===== config.mk =====
export PLATFORM = sky130hd
export DESIGN_NAME = tps_top
export DESIGN_NICKNAME = d
export VERILOG_FILES = /design/src/tps_pkg.sv /design/src/tps_channel.sv /design/src/tps_top.sv
export VERILOG_INCLUDE_DIRS = /design/src
export SDC_FILE = /design/constraint.sdc
export NUM_CORES = 1
export LEC_CHECK = 0
export BUFFER_PORTS_ARGS = -buffer_cell sky130_fd_sc_hd__buf_2
export CORE_MARGIN = 2
export CORE_UTILIZATION = 45
export DETAILED_ROUTE_END_ITERATION = 10
export RECOVER_POWER = 50
export SLEW_MARGIN = 10
export SYNTH_ARGS = -nofsm -noshare
export SYNTH_HDL_FRONTEND = slang
export SYNTH_SLANG_ARGS = --single-unit
export TNS_END_PERCENT = 10

===== constraint.sdc =====
create_clock -name CLOCK_IN -period 8.1 [get_ports CLOCK_IN]
set_clock_uncertainty 0.15 [all_clocks]
set_input_delay 0.405 -clock CLOCK_IN [delete_from_list [all_inputs] [get_ports CLOCK_IN]]
set_output_delay 0.405 -clock CLOCK_IN [all_outputs]
set_load 0.02 [all_outputs]

===== src/tps_defines.svh =====
`ifndef TPS_DEFINES_SVH
`define TPS_DEFINES_SVH

// Register word offsets (byte addresses)
`define TPS_OFF_TSC   8'h00
`define TPS_OFF_CNT   8'h04
`define TPS_OFF_MOD   8'h08
`define TPS_OFF_SC0   8'h0C
`define TPS_OFF_VAL0  8'h10
`define TPS_OFF_SC1   8'h14
`define TPS_OFF_VAL1  8'h18

// Timer status/control bit positions
`define TPS_TOF       7
`define TPS_OVERFLOW_IRQ_ENABLE      6
`define TPS_COUNTER_STOP     5
`define TPS_TRST      4
`define TPS_PS_HI     2

// Channel status/control bit positions
`define TPS_CHF       7
`define TPS_CFG_HI    6

// Reset values and constants
`define TPS_MOD_RST   16'hFFFF
`define TPS_CNT_ZERO  16'h0000
`define TPS_CNT_ONE   16'h0001
`define TPS_PS_OFF    3'h7
`define TPS_PRE_ZERO  6'h00
`define TPS_PRE_ONE   6'h01
`define TPS_DATA_ZERO 32'h0000_0000

`endif


===== src/tps_pkg.sv =====
package tps_pkg;

    typedef struct packed {
        logic irq_en;
        logic mode_b;
        logic mode_a;
        logic els_hi;
        logic els_lo;
        logic tov;
        logic max;
    } tps_cfg_t;

    typedef struct packed {
        logic [15:0] cnt;
        logic        step;
        logic        ovf;
    } tps_tick_t;

    typedef enum logic {
        TPS_IDLE = 1'b0,
        TPS_RESP = 1'b1
    } tps_apb_st_t;

endpackage


===== src/tps_channel.sv =====
`timescale 1ns/100ps
`include "tps_defines.svh"
module tps_channel
    import tps_pkg::*;
(
    input  wire logic        clk_in,
    input  wire logic        rst_in,
    input  wire logic        ce_in,
    input  wire logic        enable_in,
    input  wire tps_cfg_t    cfg_in,
    input  wire tps_tick_t   tick_in,
    input  wire logic [15:0] val_in,
    input  wire logic        pin_in,
    output logic             pin_out,
    output logic             pin_oe_out,
    output logic             cmp_out,
    output logic             cap_out
);

    logic pin_q;
    logic max_act;
    logic next_pin_q;
    logic next_max_act;
    logic next_pin_out;
    logic next_pin_oe;
    logic oc;
    logic preset;
    logic pulse;

    always_comb
    begin
        oc           = cfg_in.mode_b | cfg_in.mode_a;
        preset       = ~cfg_in.els_hi & ~cfg_in.els_lo;
        pulse        = ~(cfg_in.els_hi & cfg_in.els_lo);
        next_pin_q   = pin_in;
        cap_out      = enable_in & ~oc & ~preset
                     & ((cfg_in.els_lo & pin_in & ~pin_q)
                     | (cfg_in.els_hi & ~pin_in & pin_q));
        cmp_out      = enable_in & oc & ~preset & tick_in.step
                     & (tick_in.cnt == val_in);
        next_max_act = max_act;
        next_pin_out = pin_out;
        next_pin_oe  = enable_in & oc & ~preset;
        if (!enable_in || preset)
        begin
            next_pin_out = ~cfg_in.mode_a;
            next_max_act = 1'b0;
        end
        else if (oc)
        begin
            if (tick_in.ovf)
            begin
                next_max_act = cfg_in.max & cfg_in.tov;
            end
            if (tick_in.ovf && cfg_in.tov)
            begin
                // Overflow action wins over a coincident compare
                next_pin_out = next_max_act ? pulse : ~pin_out;
            end
            else if (cmp_out && !max_act)
            begin
                case ({cfg_in.els_hi, cfg_in.els_lo})
                    2'h1:    next_pin_out = ~pin_out;
                    2'h2:    next_pin_out = 1'b0;
                    2'h3:    next_pin_out = 1'b1;
                    default: next_pin_out = pin_out;
                endcase
            end
        end
    end

    always_ff @(posedge clk_in or posedge rst_in)
    begin
        if (rst_in)
        begin
            pin_q      <= 1'b0;
            max_act    <= 1'b0;
            pin_out    <= 1'b1;
            pin_oe_out <= 1'b0;
        end
        else if (ce_in)
        begin
            pin_q      <= next_pin_q;
            max_act    <= next_max_act;
            pin_out    <= next_pin_out;
            pin_oe_out <= next_pin_oe;
        end
    end

endmodule


===== src/tps_top.sv =====
// Behaviour
// - Buffered bit pairs channels, output on pin 0
// - Channel 0 first; channel 1 write switches
// - At overflow, last written pair becomes active
// - Buffered mode frees channel 1 control, pin
// - Writing active pair takes effect immediately
// - New compare value overwrites at once
// - Toggle-on-overflow clear gives 0% duty
// - Max duty with toggle-on-overflow gives 100%
// - Overflow sets flag; enable gates request
// - Channel events set flag; enable gates request
// - Wait mode: counting continues, registers locked
// - Stop mode halts timer, keeps state
// - Break halts the counter
// - Break protects flags unless clear enabled
// - Flag clears by read then write zero
// - Stop bit holds counter; reset sets it
// - Counter reset bit clears counter, prescaler
// - Stop plus reset leaves counter at zero
// - Prescaler divides bus clock by powers
// - Counter restarts from zero after modulo
// - Edge/level codes pick compare output action
// - Overflow toggle beats coincident compare
// - Max duty change applies next period
`timescale 1ns/100ps
`include "tps_defines.svh"
module tps_top
    import tps_pkg::*;
(
    input  wire logic        CLOCK_IN,
    input  wire logic        SYS_RST_IN,
    input  wire logic        CE_IN,
    input  wire logic        PSEL_IN,
    input  wire logic        PENABLE_IN,
    input  wire logic        PWRITE_IN,
    input  wire logic [7:0]  PADDR_IN,
    input  wire logic [31:0] PWDATA_IN,
    output logic [31:0]      PRDATA_OUT,
    output logic             PREADY_OUT,
    output logic             PSLVERR_OUT,
    input  wire logic        WAIT_MODE_IN,
    input  wire logic        STOP_MODE_IN,
    input  wire logic        BREAK_IN,
    input  wire logic        BREAK_CLEAR_EN_IN,
    input  wire logic        CH0_PIN_IN,
    input  wire logic        CH1_PIN_IN,
    output logic             CH0_PIN_OUT,
    output logic             CH0_PIN_OE_OUT,
    output logic             CH1_PIN_OUT,
    output logic             CH1_PIN_OE_OUT,
    output logic             OVF_IRQ_OUT,
    output logic             CH0_IRQ_OUT,
    output logic             CH1_IRQ_OUT,
    output logic             WAKE_OUT
);

    function automatic logic addr_ok(input logic [7:0] a);
        case (a)
            `TPS_OFF_TSC, `TPS_OFF_CNT, `TPS_OFF_MOD, `TPS_OFF_SC0,
            `TPS_OFF_VAL0, `TPS_OFF_SC1, `TPS_OFF_VAL1: addr_ok = 1'b1;
            default: addr_ok = 1'b0;
        endcase
    endfunction

    // Set wins over clear; clear needs the armed read first
    function automatic logic flag_next(input logic f, input logic arm,
                                       input logic set, input logic clr);
        flag_next = set | (f & ~(clr & arm));
    endfunction

    // A new event cancels a half-done clearing sequence
    function automatic logic arm_next(input logic f, input logic arm,
                                      input logic set, input logic rd);
        arm_next = ~set & (arm | (rd & f));
    endfunction

    function automatic logic [5:0] pre_mask(input logic [2:0] code);
        pre_mask = (`TPS_PRE_ONE << code) - `TPS_PRE_ONE;
    endfunction

    // Bus slave state
    tps_apb_st_t st;
    tps_apb_st_t next_st;
    logic [31:0] next_prdata;
    logic        next_pready;
    logic        next_pslverr;
    logic [31:0] rdata;
    logic        ok;
    logic        wr;
    logic        rd;
    logic        allow;

    // Counter state
    logic        overflow_flag;
    logic        tof_arm;
    logic        overflow_irq_enable;
    logic        counter_stop;
    logic [2:0]  ps;
    logic [5:0]  presc;
    logic [15:0] cnt;
    logic [15:0] modv;
    logic        next_tof;
    logic        next_tof_arm;
    logic        next_overflow_irq_enable;
    logic        next_counter_stop;
    logic [2:0]  next_ps;
    logic [5:0]  next_presc;
    logic [15:0] next_cnt;
    logic [15:0] next_modv;
    logic        run;
    logic        tick;
    logic        trst;
    logic [15:0] cnt_nx;
    tps_tick_t   tk;

    // Channel state
    tps_cfg_t    cfg [2];
    tps_cfg_t    next_cfg [2];
    logic [1:0]  chf;
    logic [1:0]  arm;
    logic [1:0]  next_chf;
    logic [1:0]  next_arm;
    logic [15:0] val [2];
    logic [15:0] next_val [2];
    logic        last1;
    logic        act1;
    logic        next_last1;
    logic        next_act1;
    logic        buffered;
    logic [15:0] val0_eff;
    logic [1:0]  wr_sc;
    logic [1:0]  wr_val;
    logic [1:0]  rd_sc;
    logic [1:0]  cmp;
    logic [1:0]  cap;
    logic [3:0]  next_irq;

    // Bus slave: access completes one cycle after the access phase opens
    always_comb
    begin
        allow    = ~BREAK_IN | BREAK_CLEAR_EN_IN;
        buffered = cfg[0].mode_b;
        case (PADDR_IN)
            `TPS_OFF_TSC:  rdata = {24'h00_0000, overflow_flag, overflow_irq_enable, counter_stop, 2'h0, ps};
            `TPS_OFF_CNT:  rdata = {16'h0000, cnt};
            `TPS_OFF_MOD:  rdata = {16'h0000, modv};
            `TPS_OFF_SC0:  rdata = {24'h00_0000, chf[0], cfg[0]};
            `TPS_OFF_VAL0: rdata = {16'h0000, val[0]};
            `TPS_OFF_SC1:  rdata = buffered ? `TPS_DATA_ZERO
                                            : {24'h00_0000, chf[1], cfg[1]};
            `TPS_OFF_VAL1: rdata = {16'h0000, val[1]};
            default:       rdata = `TPS_DATA_ZERO;
        endcase
        next_st      = st;
        next_prdata  = PRDATA_OUT;
        next_pready  = 1'b0;
        next_pslverr = 1'b0;
        case (st)
            TPS_IDLE:
            begin
                if (PSEL_IN && PENABLE_IN)
                begin
                    next_st      = TPS_RESP;
                    next_pready  = 1'b1;
                    next_pslverr = WAIT_MODE_IN | ~addr_ok(PADDR_IN);
                    next_prdata  = (WAIT_MODE_IN || PWRITE_IN) ? `TPS_DATA_ZERO : rdata;
                end
            end
            TPS_RESP:
            begin
                next_st = TPS_IDLE;
            end
            default:
            begin
                next_st = TPS_IDLE;
            end
        endcase
        ok        = (st == TPS_RESP) & PSEL_IN & PENABLE_IN
                  & ~WAIT_MODE_IN & addr_ok(PADDR_IN);
        wr        = ok & PWRITE_IN;
        rd        = ok & ~PWRITE_IN;
        wr_sc[0]  = wr & (PADDR_IN == `TPS_OFF_SC0);
        wr_sc[1]  = wr & (PADDR_IN == `TPS_OFF_SC1) & ~buffered;
        rd_sc[0]  = rd & (PADDR_IN == `TPS_OFF_SC0);
        rd_sc[1]  = rd & (PADDR_IN == `TPS_OFF_SC1) & ~buffered;
        wr_val[0] = wr & (PADDR_IN == `TPS_OFF_VAL0);
        wr_val[1] = wr & (PADDR_IN == `TPS_OFF_VAL1);
    end

    always_ff @(posedge CLOCK_IN or posedge SYS_RST_IN)
    begin
        if (SYS_RST_IN)
        begin
            st          <= TPS_IDLE;
            PRDATA_OUT  <= `TPS_DATA_ZERO;
            PREADY_OUT  <= 1'b0;
            PSLVERR_OUT <= 1'b0;
        end
        else if (CE_IN)
        begin
            st          <= next_st;
            PRDATA_OUT  <= next_prdata;
            PREADY_OUT  <= next_pready;
            PSLVERR_OUT <= next_pslverr;
        end
    end

    // Prescaler, counter and overflow flag
    always_comb
    begin
        trst   = wr & (PADDR_IN == `TPS_OFF_TSC) & PWDATA_IN[`TPS_TRST];
        run    = ~counter_stop & ~STOP_MODE_IN & ~BREAK_IN;
        tick   = run & (ps != `TPS_PS_OFF)
               & ((presc & pre_mask(ps)) == pre_mask(ps));
        cnt_nx = (cnt == modv) ? `TPS_CNT_ZERO : cnt + `TPS_CNT_ONE;
        tk.cnt  = cnt_nx;
        tk.step = tick & ~trst;
        tk.ovf  = tick & ~trst & (cnt_nx == modv);
        next_presc = run ? presc + `TPS_PRE_ONE : presc;
        next_cnt   = tk.step ? cnt_nx : cnt;
        next_overflow_irq_enable  = overflow_irq_enable;
        next_counter_stop = counter_stop;
        next_ps    = ps;
        next_modv  = modv;
        if (trst)
        begin
            // Only counter and prescaler; stop bit is left as written
            next_presc = `TPS_PRE_ZERO;
            next_cnt   = `TPS_CNT_ZERO;
        end
        if (wr && PADDR_IN == `TPS_OFF_TSC)
        begin
            next_overflow_irq_enable  = PWDATA_IN[`TPS_OVERFLOW_IRQ_ENABLE];
            next_counter_stop = PWDATA_IN[`TPS_COUNTER_STOP];
            next_ps    = PWDATA_IN[`TPS_PS_HI:0];
        end
        if (wr && PADDR_IN == `TPS_OFF_MOD)
        begin
            next_modv = PWDATA_IN[15:0];
        end
        next_tof     = flag_next(overflow_flag, tof_arm, tk.ovf,
                                 wr & (PADDR_IN == `TPS_OFF_TSC)
                                 & ~PWDATA_IN[`TPS_TOF] & allow);
        next_tof_arm = arm_next(overflow_flag, tof_arm, tk.ovf,
                                rd & (PADDR_IN == `TPS_OFF_TSC) & allow);
    end

    always_ff @(posedge CLOCK_IN or posedge SYS_RST_IN)
    begin
        if (SYS_RST_IN)
        begin
            overflow_flag     <= 1'b0;
            tof_arm <= 1'b0;
            overflow_irq_enable    <= 1'b0;
            counter_stop   <= 1'b1;
            ps      <= 3'h0;
            presc   <= `TPS_PRE_ZERO;
            cnt     <= `TPS_CNT_ZERO;
            modv    <= `TPS_MOD_RST;
        end
        else if (CE_IN)
        begin
            overflow_flag     <= next_tof;
            tof_arm <= next_tof_arm;
            overflow_irq_enable    <= next_overflow_irq_enable;
            counter_stop   <= next_counter_stop;
            ps      <= next_ps;
            presc   <= next_presc;
            cnt     <= next_cnt;
            modv    <= next_modv;
        end
    end

    // Channel configuration, values, flags and buffered pairing
    always_comb
    begin
        for (int i = 0; i < 2; i++)
        begin
            next_cfg[i] = cfg[i];
            next_val[i] = val[i];
            if (wr_sc[i])
            begin
                next_cfg[i] = tps_cfg_t'(PWDATA_IN[`TPS_CFG_HI:0]);
            end
            if (cap[i])
            begin
                next_val[i] = cnt;
            end
            if (wr_val[i])
            begin
                next_val[i] = PWDATA_IN[15:0];
            end
            next_chf[i] = flag_next(chf[i], arm[i], cmp[i] | cap[i],
                                    wr_sc[i] & ~PWDATA_IN[`TPS_CHF] & allow);
            next_arm[i] = arm_next(chf[i], arm[i], cmp[i] | cap[i],
                                   rd_sc[i] & allow);
        end
        // Only channel 0 carries the buffered bit
        next_cfg[1].mode_b = 1'b0;
        next_last1 = 1'b0;
        next_act1  = 1'b0;
        if (buffered)
        begin
            next_last1 = wr_val[1] ? 1'b1 : (wr_val[0] ? 1'b0 : last1);
            next_act1  = tk.ovf ? next_last1 : act1;
        end
        val0_eff    = (buffered && act1) ? val[1] : val[0];
        next_irq[0] = next_tof & next_overflow_irq_enable;
        next_irq[1] = next_chf[0] & next_cfg[0].irq_en;
        next_irq[2] = next_chf[1] & next_cfg[1].irq_en;
        next_irq[3] = WAIT_MODE_IN & (|next_irq[2:0]);
    end

    always_ff @(posedge CLOCK_IN or posedge SYS_RST_IN)
    begin
        if (SYS_RST_IN)
        begin
            cfg[0]      <= '0;
            cfg[1]      <= '0;
            val[0]      <= `TPS_CNT_ZERO;
            val[1]      <= `TPS_CNT_ZERO;
            chf         <= 2'h0;
            arm         <= 2'h0;
            last1       <= 1'b0;
            act1        <= 1'b0;
            OVF_IRQ_OUT <= 1'b0;
            CH0_IRQ_OUT <= 1'b0;
            CH1_IRQ_OUT <= 1'b0;
            WAKE_OUT    <= 1'b0;
        end
        else if (CE_IN)
        begin
            cfg[0]      <= next_cfg[0];
            cfg[1]      <= next_cfg[1];
            val[0]      <= next_val[0];
            val[1]      <= next_val[1];
            chf         <= next_chf;
            arm         <= next_arm;
            last1       <= next_last1;
            act1        <= next_act1;
            OVF_IRQ_OUT <= next_irq[0];
            CH0_IRQ_OUT <= next_irq[1];
            CH1_IRQ_OUT <= next_irq[2];
            WAKE_OUT    <= next_irq[3];
        end
    end

    // Channel 0 drives the buffered pair output
    tps_channel u_ch0
    (
        .clk_in     (CLOCK_IN),
        .rst_in     (SYS_RST_IN),
        .ce_in      (CE_IN),
        .enable_in  (1'b1),
        .cfg_in     (cfg[0]),
        .tick_in    (tk),
        .val_in     (val0_eff),
        .pin_in     (CH0_PIN_IN),
        .pin_out    (CH0_PIN_OUT),
        .pin_oe_out (CH0_PIN_OE_OUT),
        .cmp_out    (cmp[0]),
        .cap_out    (cap[0])
    );

    // Channel 1 is switched off while paired
    tps_channel u_ch1
    (
        .clk_in     (CLOCK_IN),
        .rst_in     (SYS_RST_IN),
        .ce_in      (CE_IN),
        .enable_in  (~buffered),
        .cfg_in     (cfg[1]),
        .tick_in    (tk),
        .val_in     (val[1]),
        .pin_in     (CH1_PIN_IN),
        .pin_out    (CH1_PIN_OUT),
        .pin_oe_out (CH1_PIN_OE_OUT),
        .cmp_out    (cmp[1]),
        .cap_out    (cap[1])
    );

endmodule


==> results.cfg, run 1 <==
[critical_path]
rr_endpoint = u_ch1.pin_out$_DFFE_PP1P_
cp.arrival_ns = 5.07
cp_max_fo = 15
startpoint_type = register
regToRegSetupSlack_ns = 3.24
rr_worst_depth = 11
crit_type = register to register
reg2reg_from = cnt[0]$_DFFE_PP0P_
crit_required_ns = 8.30
cp-end-kind = register

[hold_path]
min_path_cells = 2
hold_path_class = input port to register
min_to = u_ch1.pin_q$_DFFE_PP0P_
hp-start = CH1_PIN_IN

[route]
routed_wl_um = 26300
dr.pass1.iters = 5
drcViolationCount = 0
ant_nets = 0
drt_iter0_markers = 658
avgViaCountPerCell = 6.12
wl_per_cell_um = 21.8
via_count = 7386

[sta]
fin_tns_setup_ns = 0
fin_crit_sh_pct = 60.0
worst_slack_ns = 3.24
slew_violations = 57
fin_crit_ns = 4.86
fmax_ghz = 0.206
worst_pin_slew_ns = 2.58
rsz0062_at_grt = false
slew_headroom_pct = -73.0
final_hold_viol_count = 0
finalSetupViolCount = 0

[cts]
clk_pin_slew_ns = 0.06
cts_buffer_depth = 2
cts_root_buffer = clkbuf_16
htreeDepth = 4
clk_latency_ns = 0.43
cts_buffers = 17
cts.sinks = 126
cts_setup_buffers = 0
cts_tree = built

[logic_synthesis]
ys_ff_latch = 126
synth_cells = 928
synth-edff-count = 0
yosysWarnings = 0
seq_area_frac_synth_pct = 37.7
synth_top_family_by_area = compound AO/OA/AOI/OAI gates
synthMuxAreaShare_pct = 12.3
synth_fa_ha_area_share_pct = 0.713
synthSimpleGateAreaFrac_pct = 17.7
synth-compound-area-share_pct = 20.3
syn_area_um2 = 8420
synth_ff_type = dfrtp_1
synthArstFlopShare_pct = 100
synth_xor_area_share_pct = 5.54
syn_avg_cell_area_um2 = 9.07
synth_cell_types = 81

[final_layout]
final_nets = 1015
n_fill_cell = 1792
syn_to_final_growth_pct = 11.3
stdcell_area_um2 = 9370
multi_input_area_um2 = 4830
seq_area_um2 = 3180
antennaDiodeCount = 0
drive_gt1_share_pct = 16.2
final_util_pct = 50.6

[placement]
place_congestion = 0.921
place_hpwl_um = 18600
numPortBuffers = 61
placedInstanceArea_um2 = 8800
dp_worst_setup_slack_ns = 3.42

[outcome]
outcome = finished with violations
violations = max-capacitance violations, max-slew violations

[power]
p_leak_uw = 0.00380
power.density_nw_per_um2 = 163
ir_drop_mv = 0.129

[global_routing]
grt_max_degree = 72
antenna_found_initial = 0
overflow = 0
grt_pass1_wl_um = 41100
grt_util_all_layers_pct = 27.0
grt_pass1_vias = 6904

[job]
drv_cap = 2

[floorplan]
die_y_um = 141
design.die.area_um2 = 19800
die_w_um = 141
start_util_pct = 45.5
core_um2 = 18500
io_pins = 94
fp-row-count = 50
==> worst max-delay path by stage <==
stage | to | start | depth (start not counted)
6_report | u_ch1.pin_out$_DFFE_PP1P_ | cnt[0]$_DFFE_PP0P_ | 11
5_1_grt | u_ch1.pin_out$_DFFE_PP1P_ | cnt[0]$_DFFE_PP0P_ | 11
2_1_floorplan | CH0_IRQ_OUT$_DFFE_PP0P_ | SYS_RST_IN | 1
4_1_cts | u_ch1.pin_out$_DFFE_PP1P_ | cnt[0]$_DFFE_PP0P_ | 11
3_5_place_dp | u_ch1.pin_out$_DFFE_PP1P_ | cnt[0]$_DFFE_PP0P_ | 11
3_3_place_gp | u_ch1.pin_out$_DFFE_PP1P_ | cnt[0]$_DFFE_PP0P_ | 11
==> sequential cells by signal, indices dropped and copies added, names as in the netlist, 2 cells and up <==
name        flops
PRDATA_OUT     16
val            32
presc           6
chf             2
cnt            16
arm             2
ps              3
cfg            12
modv           16
==> power breakdown <==
| part | total, uW | switching (uW) | leakage, uW | internal, uW |
|---|---|---|---|---|
| Sequential | 655 | 13.3 | 0.00166 | 642 |
| Combinational | 78.4 | 55.3 | 0.00184 | 23.1 |
| Clock | 793 | 309 | 0.000290 | 484 |
==> Yosys cell counts (12+ instances only) <==
cell | number | share of area [%]
a21o_1 | 12 | 1.1
a21oi_1 | 35 | 2.1
and3_1 | 13 | 0.97
buf_2 | 16 | 0.95
buf_4 | 19 | 1.7
clkbuf_1 | 36 | 1.6
dfrtp_1 | 107 | 32
dfstp_2 | 19 | 5.9
inv_1 | 26 | 1.2
mux2_2 | 40 | 5.3
mux2i_1 | 57 | 6.8
nand2_1 | 110 | 4.9
nand3_1 | 23 | 1.4
nand4_1 | 15 | 1.1
nor2_1 | 39 | 1.7
nor3_1 | 18 | 1.1
o21ai_0 | 101 | 6.0
xnor2_1 | 37 | 3.8
==> routing by layer <==
metal  global-route usage, %  up-vias  share of wire (%)
li1                        -     3456                  -
met1                    37.1     3613                 44
met2                    43.7      276                 47
met3                    5.33       41                5.9
met4                    7.11        0                2.2
met5                       0        -                  0
==> layout by cell type (no fill, tap or decap), types with 17 or more instances in the layout <==
cell type,count
nand2_1,110
o21ai_0,100
buf_2,34
dfrtp_1,107
nor2_1,39
mux2_2,40
nor3_1,17
xnor2_1,37
a21oi_1,35
mux2i_1,57
inv_1,25
clkbuf_1,28
clkbuf_16,17
nand3_1,23
dfstp_2,19
==> stage by stage <==
step / hold slack (ns) / total power [uW] / instances
floorplan: 0.294 / 716 / 943
global route: 0.0830 / 1580 / 1206
CTS: 0.0742 / 1540 / 1206
finish: 0.0819 / 1530 / 1206
global placement: 0.306 / 744 / 1173
detailed placement: 0.313 / 745 / 1173
==> cells by family after synthesis <==
kind of cell | count (synthesis)
and+or+nand+nor | 288
AOI/OAI and AO/OA | 259
DFF | 126
buffers and inverters | 104
muxes | 98
xor gates and xnor gates | 47
adders and majority gates | 5
other | 1
==> worst max-delay path: stages, from the launching register on <==
cell	delay, ns
dfrtp_1	0.70
ha_1	0.54
nand4_2	0.34
nor4_2	0.66
xnor2_1	0.31
or4b_1	0.57
a21oi_1	0.13
o21ai_0	0.21
nor4_1	0.60
o21ai_0	0.15
a31o_1	0.24
a31o_1	0.18
==> final cells by class <==
type / instances / area share, %
Multi-Input combinational cell: 713 / 51.5
Timing Repair Buffer: 74 / 3.96
Clock buffer: 18 / 4.58
Clock inverter: 14 / 1.80
Tap cell: 234 / 3.12
Sequential cell: 126 / 33.9
Inverter: 27 / 1.09
==> timing repair <==
action	4_1_cts	5_1_grt
endpoints found under the hold margin	46	0
hold buffers	1	0
resized for setup	0	0
Note: power is estimated with default switching activity, not from simulation.
==> run 2, diff against run 1 <==
==> constraint.sdc (replaced) <==
create_clock -name CLOCK_IN -period 4.6 [get_ports CLOCK_IN]
set_clock_uncertainty 0.15 [all_clocks]
set_input_delay 0.23 -clock CLOCK_IN [delete_from_list [all_inputs] [get_ports CLOCK_IN]]
set_output_delay 0.23 -clock CLOCK_IN [all_outputs]
set_load 0.02 [all_outputs]
==> results.cfg, run 2 (synthesis gave the netlist of run 1 again) <==
[critical_path]
path_buf_inv = 0
slowest_delay_ns = 0.56
startpoint_type = register
crit_slowest_cell = dfrtp_1
path_delay_family = simple AND/OR/NAND/NOR gates
cp.arrival_ns = 4.34
crit_required_ns = 4.80
cp-end-kind = register
crit_chain = ha_1 -> nand4_2 -> nor4_4 -> xnor2_1 -> a211oi_1 -> o31ai_1 -> o311ai_4 -> nor2_4 -> and2_1 -> o311ai_1 -> mux2_1
crit_type = register to register
cp_max_fo = 9

[final_layout]
top_register = val
largest_reg_flops = 32
layout_commonest_cell = nand2_1
layout_common_cells = 110 x nand2_1, 107 x dfrtp_1, 100 x o21ai_0, 57 x mux2i_1, 40 x mux2_2
drive_gt1_share_pct = 17.5
antennaDiodeCount = 0
final_nets = 1055
syn_to_final_growth_pct = 15.5
layoutNonFillerInstCount = 1246

[outcome]
outcome = finished with violations
violations = max-capacitance violations, max-slew violations

[sta]
worst_pin_slew_ns = 2.09
fin_tns_setup_ns = 0
rsz0062_at_grt = false
worst_slack_ns = 0.463
fin_crit_ns = 4.14
fin_crit_sh_pct = 89.9
finalSetupViolCount = 0
fmax_ghz = 0.242
slew_violations = 129
slew_headroom_pct = -39.5
hold_slack_ns = 0.0152
final_hold_viol_count = 0

[placement]
place_hpwl_um = 19200
numPortBuffers = 61
place_congestion = 0.919
dp_worst_setup_slack_ns = 0.559
dp_cells = 1198

[floorplan]
io_pins = 94
die_w_um = 141
design.die.area_um2 = 19800
start_util_pct = 45.5
core_um2 = 18500
die_y_um = 141
fp-row-count = 50

[route]
ant_nets = 0
drcViolationCount = 0
routed_wl_um = 26900
dr.pass1.iters = 5
drt_iter0_markers = 559
via_count = 7532
wl_per_cell_um = 21.6
avgViaCountPerCell = 6.04

[cts]
cts_buffers = 17
cts_buffer_depth = 2
cts_root_buffer = clkbuf_16
htreeDepth = 4
cts.sinks = 126
cts_resized = 0
cts_setup_buffers = 0
clk_pin_slew_ns = 0.06
clk_latency_ns = 0.43
ctsHoldBuffers = 16
cts_tree = built

[global_routing]
grt_pass1_wl_um = 41700
antenna_found_initial = 0
grt_max_degree = 93
overflow = 0
grt_util_all_layers_pct = 27.5
grt_pass1_vias = 7319

[job]
drv_cap = 2

[power]
ir_drop_mv = 0.201
total_power_uw = 2760
power.density_nw_per_um2 = 283
p_leak_uw = 0.00398

[hold_path]
hold_path_class = input port to register
run 2: path summary, 6_finish.rpt:
path	from	endpoint	slack, ns	depth (start not counted)
max in group asynchronous	SYS_RST_IN	val[8]$_DFFE_PP0P_	0.94	4
min in group asynchronous	SYS_RST_IN	cfg[9]$_DFFE_PP0P_	0.83	3
worst min register to register	PRDATA_OUT[10]$_DFFE_PP0P_	PRDATA_OUT[10]$_DFFE_PP0P_	0.32	1
worst min-delay path	PWDATA_IN[1]	cfg[1]$_DFFE_PP0P_	0.02	2
worst max-delay path	cnt[1]$_DFFE_PP0P_	u_ch0.pin_out$_DFFE_PP1P_	0.46	11
worst max register to register	cnt[1]$_DFFE_PP0P_	u_ch0.pin_out$_DFFE_PP1P_	0.46	11
run 2: metrics by stage:
| stage | util [%] | instance area [um^2] |
|---|---|---|
| after floorplan | - | 8480 |
| after global placement | 48.6 | 8990 |
| after detailed placement | 48.6 | 8990 |
| after CTS | 52.8 | 9770 |
| after global routing | 52.5 | 9730 |
| final | 52.5 | 9730 |
run 2: layer usage:
metal  up-vias  part of all wire [%]  GRT usage, %
li1       3530                     -             -
met2       267                    47          44.3
met3        57                   5.8          5.20
met1      3678                    44          36.8
met4         0                   3.2          10.7
met5         -                     0             0
run 2: power breakdown:
group	internal [uW]	total, uW	switching, uW
Combinational	49.8	150	100
Clock	910	1450	543
Sequential	1130	1150	22.7
run 2: cell type report:
cell class | count | area [um^2]
fillers | 1763 | 8790
multi-input cells | 713 | 4830
flip-flops and latches | 126 | 3180
repair buffers | 114 | 699
clock buffers | 19 | 433
well taps | 234 | 293
clock inverters | 13 | 188
inverters | 27 | 105
